<file path="config.mk">
export PLATFORM = sky130hd
export DESIGN_NAME = bfp_fault_pg_logic
export DESIGN_NICKNAME = d
export VERILOG_FILES = /design/src/bfp_fault_pg_logic.v
export VERILOG_INCLUDE_DIRS = /design/src /design/src/src
export SDC_FILE = /design/constraint.sdc
export NUM_CORES = 1
export LEC_CHECK = 0
export BUFFER_PORTS_ARGS = -buffer_cell sky130_fd_sc_hd__buf_2
export CAP_MARGIN = 5
export CORE_ASPECT_RATIO = 0.75
export CORE_MARGIN = 2
export CORE_UTILIZATION = 55
export CTS_CLUSTER_DIAMETER = 40
export CTS_CLUSTER_SIZE = 8
export DETAILED_ROUTE_END_ITERATION = 10
export HOLD_SLACK_MARGIN = 0.1
export PLACE_DENSITY = 0.87
export SYNTH_ARGS = -nofsm -noshare
export SYNTH_HDL_FRONTEND = slang
export SYNTH_SLANG_ARGS = --single-unit
export TNS_END_PERCENT = 100
</file>
<file path="constraint.sdc">
create_clock -name clk -period 6.95 [get_ports clk]
set_clock_uncertainty 0.2 [all_clocks]
set_input_delay 0.695 -clock clk [delete_from_list [all_inputs] [get_ports clk]]
set_output_delay 0.695 -clock clk [all_outputs]
set_load 0.02 [all_outputs]
</file>
<file path="src/bfp_defines.vh">
// Purpose: constants for the buck fault and power-good logic
// Assumes: 200 MHz core clock, APB register port with 32-bit data
// Notes: times are kept in microseconds, cycle counts derive from them
`ifndef BFP_DEFINES_VH
`define BFP_DEFINES_VH

// ==========================================================
// clock and timing
`define BFP_CLK_MHZ 200
`define BFP_UV_DELAY_US 64
`define BFP_PG_DELAY_US 5
`define BFP_EN_FILTER_US 2
`define BFP_UV_DELAY_CYC 16'h3200

// ==========================================================
// register byte offsets
`define BFP_ADDR_CTRL 8'h00
`define BFP_ADDR_STATUS 8'h04
`define BFP_ADDR_IRQ_STAT 8'h08
`define BFP_ADDR_IRQ_MASK 8'h0c

// ==========================================================
// ctrl fields and reset values
`define BFP_CTRL_SW_OFF 0
`define BFP_CTRL_RESET 1'b0
`define BFP_IRQ_MASK_RESET 5'h00

// ==========================================================
// status fields
`define BFP_ST_STATE_LSB 0
`define BFP_ST_POWER_GOOD_FLAG 5
`define BFP_ST_UV_LATCH 6
`define BFP_ST_OC_START 7
`define BFP_ST_CLAMP 8
`define BFP_ST_EXTREF 9
`define BFP_ST_EN 10

// ==========================================================
// interrupt event bits
`define BFP_EV_LATCHOFF 0
`define BFP_EV_OVDET 1
`define BFP_EV_PGFALL 2
`define BFP_EV_VALLEY 3
`define BFP_EV_NEGLIM 4
`define BFP_EV_WIDTH 5

// ==========================================================
// synchroniser bit positions
`define BFP_SY_EN 0
`define BFP_SY_UV 1
`define BFP_SY_OV 2
`define BFP_SY_VALLEY 3
`define BFP_SY_NEG 4
`define BFP_SY_SSDONE 5
`define BFP_SY_EXTREF 6
`define BFP_SY_RLOW 7
`define BFP_SY_WIDTH 8

`endif

</file>
<file path="src/bfp_fault_pg_logic.v">
// Purpose: fault supervision, switch overrides and power-good latch
// Assumes: comparator levels are asynchronous, loop requests synchronous
// Notes: registers reached over APB with zero wait states
`timescale 1ns/1ps
`include "bfp_defines.vh"

// Overview of operation
// - in off phase, low side stays on while current exceeds valley limit
// - feedback below 80 percent starts 64 us timer, then both switches latch off
// - after undervoltage latch-off switches stay off until supply reset or enable toggle
// - current limit during start-up finishes soft start, then undervoltage latch-off
// - limit resistance below 3.74 kOhm selects internal fixed current clamp
// - at negative limit low side off, high side on for one on-time
// - power-good function inactive until soft start completes
// - power-good rises only after soft start with output inside window
// - feedback below 80 or above 116 percent latches power-good low after 5 us
// - power-good thresholds follow external reference when one is present
// - latched-low power-good released only by enable toggle or supply reset
// - undervoltage detection ignored until soft start finishes
// - after soft start, above 116 percent high side latched off, low side on, discharge cycling
// - discharge cycling runs until 64 us below undervoltage, then latch off
// - latched overvoltage fault cleared only by supply reset or enable toggle
// - output back above undervoltage threshold resets undervoltage timer
// - enable filtered 2 us; long low shuts down, rise restarts start-up
module bfp_fault_pg_logic
#(
  parameter [15:0] UV_DELAY_CYC = `BFP_UV_DELAY_CYC
)
(
  input wire clk,
  input wire reset,
  input wire psel,
  input wire penable,
  input wire pwrite,
  input wire [7:0] paddr,
  input wire [31:0] pwdata,
  output reg [31:0] prdata,
  output wire pready,
  output wire pslverr,
  input wire enablePin,
  input wire fbUnderUv,
  input wire fbOverOv,
  input wire lsOverValley,
  input wire lsNegLimit,
  input wire softStartDone,
  input wire extRefDetect,
  input wire limitResLow,
  input wire loopHsRequest,
  input wire onTimeDone,
  output reg hsDrive_ff,
  output reg lsDrive_ff,
  output reg startupRestart_ff,
  output reg internalClampSel_ff,
  output reg pgRefExternal_ff,
  output wire powerGoodOut,
  output reg powerGoodOe_ff,
  output wire irq
);

  // ==========================================================
  // constants
  localparam integer PG_CYC_I = `BFP_PG_DELAY_US * `BFP_CLK_MHZ;
  localparam integer EN_CYC_I = `BFP_EN_FILTER_US * `BFP_CLK_MHZ;
  localparam [15:0] PG_CYC = PG_CYC_I[15:0];
  localparam [15:0] EN_CYC = EN_CYC_I[15:0];

  localparam [4:0] ST_OFF = 5'h01;
  localparam [4:0] ST_SOFT = 5'h02;
  localparam [4:0] ST_RUN = 5'h04;
  localparam [4:0] ST_OVDIS = 5'h08;
  localparam [4:0] ST_LATCH = 5'h10;

  // ==========================================================
  // declarations
  reg [`BFP_SY_WIDTH-1:0] sync1_ff, sync2_ff;
  reg [15:0] enCnt_ff, nxt_enCnt, uvCnt_ff, nxt_uvCnt, pgCnt_ff, nxt_pgCnt;
  reg [4:0] state_ff, nxt_state;
  reg enFilt_ff, nxt_enFilt, pgHigh_ff, nxt_pgHigh, pgLatchedLow_ff, nxt_pgLatchedLow;
  reg ocStart_ff, nxt_ocStart, uvLatch_ff, nxt_uvLatch, valleyHold_ff, nxt_valleyHold;
  reg negPulse_ff, nxt_negPulse, nxt_hs, nxt_ls, swOff_ff;
  reg [`BFP_EV_WIDTH-1:0] irqStat_ff, irqMask_ff, events;
  reg [31:0] nxt_prdata;
  wire enSync, uvSync, ovSync, valleySync, negSync, ssDoneSync, enRise, active;
  wire uvExpired, pgExpired, outOfWindow, apbAccess, apbWrite, apbRead, addrHit;

  // ==========================================================
  // input synchronisers
  always @(posedge clk or posedge reset)
  begin
    if (reset)
    begin
      sync1_ff <= {`BFP_SY_WIDTH{1'b0}};
      sync2_ff <= {`BFP_SY_WIDTH{1'b0}};
    end
    else
    begin
      sync1_ff <= {limitResLow, extRefDetect, softStartDone, lsNegLimit,
                   lsOverValley, fbOverOv, fbUnderUv, enablePin};
      sync2_ff <= sync1_ff;
    end
  end

  assign enSync = sync2_ff[`BFP_SY_EN];
  assign uvSync = sync2_ff[`BFP_SY_UV];
  assign ovSync = sync2_ff[`BFP_SY_OV];
  assign valleySync = sync2_ff[`BFP_SY_VALLEY];
  assign negSync = sync2_ff[`BFP_SY_NEG];
  assign ssDoneSync = sync2_ff[`BFP_SY_SSDONE];

  // ==========================================================
  // enable filter
  always @*
  begin
    nxt_enFilt = enFilt_ff;
    nxt_enCnt = 16'h0000;
    if (enSync != enFilt_ff)
    begin
      if (enCnt_ff == EN_CYC)
        nxt_enFilt = enSync;
      else
        nxt_enCnt = enCnt_ff + 16'h0001;
    end
  end

  assign enRise = nxt_enFilt & ~enFilt_ff;

  // ==========================================================
  // delay timers
  assign active = (state_ff == ST_RUN) || (state_ff == ST_OVDIS);
  assign uvExpired = uvSync && (uvCnt_ff == UV_DELAY_CYC);
  assign outOfWindow = uvSync | ovSync;
  assign pgExpired = outOfWindow && (pgCnt_ff == PG_CYC);

  always @*
  begin
    nxt_uvCnt = 16'h0000;
    if (active && uvSync)
    begin
      if (uvCnt_ff == UV_DELAY_CYC)
        nxt_uvCnt = uvCnt_ff;
      else
        nxt_uvCnt = uvCnt_ff + 16'h0001;
    end
    nxt_pgCnt = 16'h0000;
    if (pgHigh_ff && outOfWindow)
    begin
      if (pgCnt_ff == PG_CYC)
        nxt_pgCnt = pgCnt_ff;
      else
        nxt_pgCnt = pgCnt_ff + 16'h0001;
    end
  end

  // ==========================================================
  // sequencing state machine
  always @*
  begin
    nxt_state = state_ff;
    nxt_ocStart = ocStart_ff;
    nxt_uvLatch = uvLatch_ff;
    case (state_ff)
      ST_OFF:
      begin
        nxt_ocStart = 1'b0;
        nxt_uvLatch = 1'b0;
        if (enFilt_ff)
          nxt_state = ST_SOFT;
      end
      ST_SOFT:
      begin
        if (valleySync)
          nxt_ocStart = 1'b1;
        if (ssDoneSync)
        begin
          if (nxt_ocStart)
          begin
            nxt_state = ST_LATCH;
            nxt_uvLatch = 1'b1;
          end
          else
            nxt_state = ST_RUN;
        end
      end
      ST_RUN:
      begin
        if (uvExpired)
        begin
          nxt_state = ST_LATCH;
          nxt_uvLatch = 1'b1;
        end
        else if (ovSync)
          nxt_state = ST_OVDIS;
      end
      ST_OVDIS:
      begin
        if (uvExpired)
        begin
          nxt_state = ST_LATCH;
          nxt_uvLatch = 1'b1;
        end
      end
      ST_LATCH:
        nxt_state = ST_LATCH;
      default:
        nxt_state = ST_OFF;
    endcase
    if (!enFilt_ff)
      nxt_state = ST_OFF;
  end

  // ==========================================================
  // switch override logic
  always @*
  begin
    nxt_valleyHold = 1'b0;
    nxt_negPulse = 1'b0;
    nxt_hs = 1'b0;
    nxt_ls = 1'b0;
    if ((state_ff == ST_SOFT || active) && !swOff_ff)
    begin
      if (negPulse_ff)
        nxt_negPulse = !onTimeDone;
      else
        nxt_negPulse = lsDrive_ff && negSync;
      nxt_valleyHold = lsDrive_ff && valleySync && !nxt_negPulse;
      if (nxt_negPulse)
        nxt_hs = 1'b1;
      else if (state_ff == ST_OVDIS)
        nxt_ls = 1'b1;
      else if (nxt_valleyHold)
        nxt_ls = 1'b1;
      else
      begin
        nxt_hs = loopHsRequest;
        nxt_ls = !loopHsRequest;
      end
    end
  end

  // ==========================================================
  // power-good latch
  always @*
  begin
    nxt_pgHigh = pgHigh_ff;
    nxt_pgLatchedLow = pgLatchedLow_ff;
    if (state_ff == ST_OFF)
    begin
      nxt_pgHigh = 1'b0;
      nxt_pgLatchedLow = 1'b0;
    end
    else if (!active)
      nxt_pgHigh = 1'b0;
    else if (pgHigh_ff)
    begin
      if (pgExpired)
      begin
        nxt_pgHigh = 1'b0;
        nxt_pgLatchedLow = 1'b1;
      end
    end
    else if (!pgLatchedLow_ff && ssDoneSync && !outOfWindow)
      nxt_pgHigh = 1'b1;
  end

  // ==========================================================
  // core registers
  always @(posedge clk or posedge reset)
  begin
    if (reset)
    begin
      enFilt_ff <= 1'b0;
      enCnt_ff <= 16'h0000;
      state_ff <= ST_OFF;
      uvCnt_ff <= 16'h0000;
      pgCnt_ff <= 16'h0000;
      pgHigh_ff <= 1'b0;
      pgLatchedLow_ff <= 1'b0;
      ocStart_ff <= 1'b0;
      uvLatch_ff <= 1'b0;
      valleyHold_ff <= 1'b0;
      negPulse_ff <= 1'b0;
      hsDrive_ff <= 1'b0;
      lsDrive_ff <= 1'b0;
      startupRestart_ff <= 1'b0;
      internalClampSel_ff <= 1'b0;
      pgRefExternal_ff <= 1'b0;
      powerGoodOe_ff <= 1'b1;
    end
    else
    begin
      enFilt_ff <= nxt_enFilt;
      enCnt_ff <= nxt_enCnt;
      state_ff <= nxt_state;
      uvCnt_ff <= nxt_uvCnt;
      pgCnt_ff <= nxt_pgCnt;
      pgHigh_ff <= nxt_pgHigh;
      pgLatchedLow_ff <= nxt_pgLatchedLow;
      ocStart_ff <= nxt_ocStart;
      uvLatch_ff <= nxt_uvLatch;
      valleyHold_ff <= nxt_valleyHold;
      negPulse_ff <= nxt_negPulse;
      hsDrive_ff <= nxt_hs;
      lsDrive_ff <= nxt_ls;
      startupRestart_ff <= enRise;
      internalClampSel_ff <= sync2_ff[`BFP_SY_RLOW];
      pgRefExternal_ff <= sync2_ff[`BFP_SY_EXTREF];
      powerGoodOe_ff <= !nxt_pgHigh;
    end
  end

  // open drain: only ever pulls low
  assign powerGoodOut = 1'b0;

  // ==========================================================
  // apb slave
  assign pready = 1'b1;
  assign apbAccess = psel && penable;
  assign apbWrite = apbAccess && pwrite;
  assign apbRead = apbAccess && !pwrite;
  assign addrHit = (paddr == `BFP_ADDR_CTRL) || (paddr == `BFP_ADDR_STATUS) ||
                   (paddr == `BFP_ADDR_IRQ_STAT) || (paddr == `BFP_ADDR_IRQ_MASK);
  assign pslverr = apbAccess && !addrHit;

  always @*
  begin
    nxt_prdata = 32'h00000000;
    case (paddr)
      `BFP_ADDR_CTRL:
        nxt_prdata[`BFP_CTRL_SW_OFF] = swOff_ff;
      `BFP_ADDR_STATUS:
      begin
        nxt_prdata[`BFP_ST_STATE_LSB+4:`BFP_ST_STATE_LSB] = state_ff;
        nxt_prdata[`BFP_ST_POWER_GOOD_FLAG] = pgHigh_ff;
        nxt_prdata[`BFP_ST_UV_LATCH] = uvLatch_ff;
        nxt_prdata[`BFP_ST_OC_START] = ocStart_ff;
        nxt_prdata[`BFP_ST_CLAMP] = internalClampSel_ff;
        nxt_prdata[`BFP_ST_EXTREF] = pgRefExternal_ff;
        nxt_prdata[`BFP_ST_EN] = enFilt_ff;
      end
      `BFP_ADDR_IRQ_STAT:
        nxt_prdata[`BFP_EV_WIDTH-1:0] = irqStat_ff;
      `BFP_ADDR_IRQ_MASK:
        nxt_prdata[`BFP_EV_WIDTH-1:0] = irqMask_ff;
      default:
        nxt_prdata = 32'h00000000;
    endcase
  end

  // read data captured in setup phase, held through access
  always @(posedge clk or posedge reset)
  begin
    if (reset)
      prdata <= 32'h00000000;
    else if (psel && !penable)
      prdata <= pwrite ? 32'h00000000 : nxt_prdata;
    else if (!psel)
      prdata <= 32'h00000000;
  end

  // ==========================================================
  // interrupt events
  always @*
  begin
    events = {`BFP_EV_WIDTH{1'b0}};
    events[`BFP_EV_LATCHOFF] = (nxt_state == ST_LATCH) && (state_ff != ST_LATCH);
    events[`BFP_EV_OVDET] = (nxt_state == ST_OVDIS) && (state_ff != ST_OVDIS);
    events[`BFP_EV_PGFALL] = pgHigh_ff && !nxt_pgHigh;
    events[`BFP_EV_VALLEY] = nxt_valleyHold && !valleyHold_ff;
    events[`BFP_EV_NEGLIM] = nxt_negPulse && !negPulse_ff;
  end

  always @(posedge clk or posedge reset)
  begin
    if (reset)
    begin
      swOff_ff <= `BFP_CTRL_RESET;
      irqMask_ff <= `BFP_IRQ_MASK_RESET;
      irqStat_ff <= {`BFP_EV_WIDTH{1'b0}};
    end
    else
    begin
      if (apbWrite && paddr == `BFP_ADDR_CTRL)
        swOff_ff <= pwdata[`BFP_CTRL_SW_OFF];
      if (apbWrite && paddr == `BFP_ADDR_IRQ_MASK)
        irqMask_ff <= pwdata[`BFP_EV_WIDTH-1:0];
      if (apbRead && paddr == `BFP_ADDR_IRQ_STAT)
        irqStat_ff <= (irqStat_ff & ~prdata[`BFP_EV_WIDTH-1:0]) | events;
      else
        irqStat_ff <= irqStat_ff | events;
    end
  end

  assign irq = |(irqStat_ff & irqMask_ff);

endmodule

</file>
After elaboration in Yosys (flattened, before gate mapping)

Index checks and enable logic that the tools add are counted.

Add/subtract/negate cells: 3
Equal/unequal tests: 22
Multiplexer cells: 50
Bitwise gates (word level): 8
Reductions and logical operators: 50

Operators by type and width:

| kind                                                                     | count |
|---|---|
| 16-bit two-way mux                                                       | 6 |
| 32-bit two-way mux                                                       | 2 |
| 16-bit by 1-bit adder with 16-bit output (second input constant)         | 3 |
| 5-bit two-way mux                                                        | 7 |
| 1-bit two-way mux                                                        | 28 |
| 5-bit one-hot mux with 5 select lines                                    | 1 |
| 1-bit logical AND                                                        | 23 |
| 16-bit by 10-bit equality test with 1-bit output (second input constant) | 1 |
| 16-bit by 14-bit equality test with 1-bit output (second input constant) | 1 |
| 16-bit by 9-bit equality test with 1-bit output (second input constant)  | 1 |
| 8-bit by 4-bit equality test with 1-bit output (second input constant)   | 2 |
| 1-bit zero test                                                          | 12 |
| 4-bit one-hot mux with 3 select lines                                    | 1 |
| 11-bit two-way mux                                                       | 1 |
| 5-bit bitwise AND                                                        | 2 |
| 5-bit by 4-bit equality test with 1-bit output (second input constant)   | 2 |
| 5-bit equality test (second input constant)                              | 2 |
| 5-bit bitwise OR                                                         | 2 |
| 8-bit by 3-bit equality test with 1-bit output (second input constant)   | 1 |
| 8-bit zero test                                                          | 1 |
| 2-bit inequality test (second input constant)                            | 4 |
| 2-bit nonzero test                                                       | 4 |
| 6-bit two-way mux                                                        | 1 |
| 5-bit by 1-bit equality test with 1-bit output (second input constant)   | 1 |
| other kinds (19)                                                         | 24 |

Register bits: 125
Input port bits: 55
Output and inout port bits: 42
Word-level logic and storage cells: 156

Depth between registers and ports, before layout

Word-level depth: 11
Mapped depth: 8
Gate-level depth less buffers: 7

Least setup slack after synthesis

Ideal clock, no wire load.

Path type: input port to output port
Start point: input port paddr[5]
End point: output port pslverr
Data arrival time: 1546 ps
Data required time: 6055 ps
Slack: 4509 ps
Cell stages on the path: 3
Buffers on the path: 0
Path through: or4_1 -> nor3_2 -> nor2b_1

Word-level cells in the longest chain between the ends: 6
Elaborated cells on any way between the ends: 9
Those cells by class: eq/ne: 3; reduce/logical: 6

RTL lines:

| element                                                                           | line                     | text |
|---|---|---|
| start: declaration                                                                | bfp_fault_pg_logic.v:35  | `input wire [7:0] paddr,` |
| 8-bit by 3-bit equality test with 1-bit output or 8-bit zero test (tied branches) | -                        |  |
| 1-bit logical OR (2 in series)                                                    | bfp_fault_pg_logic.v:320 | `` assign addrHit = (paddr == `BFP_ADDR_CTRL) \|\| (paddr == `BFP_ADDR_STATUS) \|\| `` |
| 1-bit logical OR *                                                                | bfp_fault_pg_logic.v:320 |  |
| 1-bit zero test *                                                                 | bfp_fault_pg_logic.v:322 | `assign pslverr = apbAccess && !addrHit;` |
| 1-bit logical AND *                                                               | bfp_fault_pg_logic.v:322 |  |
| end: declaration                                                                  | bfp_fault_pg_logic.v:39  | `output wire pslverr,` |

Every way passes the cells marked *; elsewhere a longest branch is shown, timed or not.

Worst setup path after layout

Ends and elaborated chain as after synthesis.

==> metrics.txt <==
status=completed; crit end category=output pin; CP max FO=4; area occupied by multi-input gates=a little over 2000 um^2; worst min-delay path category=reg -> reg; Synth area leader=dfrtp_1; DR WL/cell=approximately 15 um; clock transition at the registers of the reported paths=about 70 ps; initial core utilization=a little under three fifths; vias=approximately 3,400; largest net degree at the start of global routing=68; Yosys top cell area share=between 50 and 60%; first-pass GRT wire length=16,200 um; Setup TNS=0 ps; Final setup viols=0; die height=between 80 and 90 um; die area=roughly 9500 um^2; min cycle time layout=2700 ps; max_slew headroom=between 20% and 30%; startpoint types=input port; drt drc=0; Netlist cell types=55; r2r startpoint=uvCnt_ff[0]; DRT Wirelength=between 9000 and 10,000 um; most frequent cells in the layout=dfrtp_1, nor2_1, buf_2; share of cells above drive strength 1=17.0%; root buffer cell=clkbuf_16; post-cts sizing count=0; Area contributors post-synth=dfrtp_1, xor2_1, nor2_1; CP startpoint=paddr[5]; HPWL Detailed=roughly 6400 um; antenna violations before repair=0; mean post-synth cell area=about 11 um^2; Post-DRT Antenna Nets=0; Worst Path Class, Setup=in -> out; Final period util=about two fifths; gr usage total=around 21%; core area=approximately 8500 um^2; Power Total=~1.1 mW; LEAKAGE=~2.4 nW; Most common cell on crit path=buf_2; Nets=between 500 and 600; post-synthesis sequential area ratio=around 54%; setup bufs post-CTS=0; clk buf depth=2; crit path to=pslverr; Critical Path Stages=5; gp weighted congestion=roughly 0.9; Area Overhead vs Synth=10.9%; IO Port Bufs=between 40 and 50; EDFF count, synth=0; yosys warns=0; row count=29; Synth async-reset ratio=100%; R2R setup slack=4540 ps; Worst EP arrival=between 1500 and 2000 ps; reg2reg end=irqStat_ff[1]; CP required=approximately 6000 ps; hold buffers post-CTS=0; TritonCTS buffer count=9; RSZ-0062 raised after global routing=false; # H-tree levels=3; First-pass DRT Iterations=4; Slew Viols, Final=0; cells after synthesis=about 450; power per cell area=around 210 nW/um^2; gr ovfl total=0; Sink Count=about 100; VDD IR max=0.147 mV; Storage cell area=between 2000 and 3000 um^2; CTS tree=yes; largest delay contributor family on the critical path=simple AND/OR/NAND/NOR gates; max_cap viols=0; Clock Latency Late Sink=between 300 and 400 ps; diode count=0; Fmax achieved=around 0.37 GHz; slowest stage delay, CP=approximately 520 ps; routed vias/inst=5.56; DIE WIDTH=about 110 um; pin slew with the least headroom to its limit=~1100 ps; IO Count=97; fillers=657; Main synth FF type=dfrtp_1; CP Cell Sequence=buf_2 > or4_1 > nor3_2 > nor2b_1 > buf_2; most common cell after layout, fill and taps aside=dfrtp_1; vias in the first global route=between 3,000 and 4,000; Hold Vio Cnt, Final=0; Yosys reg bits=about 100; Critical-path top delay cell=or4_1; cell area after synthesis=about 4800 um^2; Iteration-0 DRC Markers=about 190; Buf/Inv on CP=2; r2r worst-path depth=7
[metal layers]
layer,up-vias,routed length (um),global-route usage [%]
met5,-,0,0
met4,0,174,6.17
met3,15,539,6.93
met2,85,4460,33.6
met1,1685,4170,29.1
li1,1594,-,-
[worst min-delay path by stage]
stage	from	to	slack [ps]	cells past startpoint
2_1_floorplan	sync2_ff[7]	internalClampSel_ff	130	0
3_3_place_gp	sync1_ff[0]	sync2_ff[0]	130	0
3_5_place_dp	sync2_ff[7]	internalClampSel_ff	130	0
4_1_cts	sync1_ff[3]	sync2_ff[3]	150	0
5_1_grt	sync1_ff[6]	sync2_ff[6]	150	0
6_report	sync2_ff[7]	internalClampSel_ff	150	0
[synthesized netlist by cell type (2+ instances only)]
| cell type | count |
|---|---|
| nor3_1 | 12 |
| o21ai_0 | 7 |
| ha_1 | 6 |
| conb_1 | 2 |
| clkbuf_1 | 6 |
| dfrtp_1 | 102 |
| a21oi_1 | 10 |
| and4b_1 | 2 |
| nand3_1 | 20 |
| inv_1 | 13 |
| nand4_1 | 11 |
| nand2b_1 | 3 |
| and2_1 | 5 |
| nor2b_1 | 6 |
| nor3b_1 | 5 |
| a22o_1 | 18 |
| nor4b_1 | 3 |
| or4_1 | 3 |
| nor4_1 | 6 |
| mux2_2 | 11 |
| dfstp_2 | 2 |
| nor2_1 | 57 |
| and4_1 | 2 |
| buf_4 | 23 |
| or3_1 | 3 |
| a31oi_1 | 2 |
| nand3b_1 | 3 |
| xnor2_1 | 13 |
| xor2_1 | 29 |
| and3_1 | 3 |
| nand2_1 | 34 |
[through the flow]
step | instance area [um^2] | worst slack [ps] | std cells | hold slack (ps) | util (%)
3_5_place_dp | 5050 | 4190 | 592 | 135 | 59.7
6_report | 5310 | 4250 | 608 | 147 | 62.9
3_3_place_gp | 5050 | 4210 | 592 | 132 | 59.7
5_1_grt | 5310 | 4150 | 608 | 152 | 62.9
4_1_cts | 5310 | 4240 | 608 | 150 | 62.9
2_1_floorplan | 4870 | 3330 | 467 | 131 | -
[sequential cells by signal, indices dropped and copies added, names as in the netlist, 5 cells and up]
register,flops
enCnt_ff,16
state_ff,5
prdata,11
irqStat_ff,5
uvCnt_ff,16
sync1_ff,8
pgCnt_ff,16
irqMask_ff,5
sync2_ff,8
[area by class of cell]
| class | instances | share of cell area (%) |
|---|---|---|
| clock buffer | 12 | 4.45 |
| tap | 108 | 2.54 |
| timing repair buffer | 47 | 4.47 |
| sequential | 104 | 49.0 |
| multi-input combinational | 320 | 38.0 |
| inverter | 13 | 0.965 |
| clock inverter | 4 | 0.589 |
[cell families after synthesis]
logic type | synth area share (%)
simple gates | 20.7
flops | 54.4
compound gates | 7.31
buf+inv | 5.20
xor+xnor | 7.68
mux | 3.05
fa+ha+maj | 1.57
other cells | 0.157
[power breakdown]
part           internal [mW]  leakage [nW]  switching (mW)
Sequential             0.612          1.39         0.00523
Clock                  0.244         0.119           0.215
Combinational         0.0129         0.844          0.0358
Total                  0.869          2.35           0.256
No activity file was read; power rests on OpenSTA's default activity.
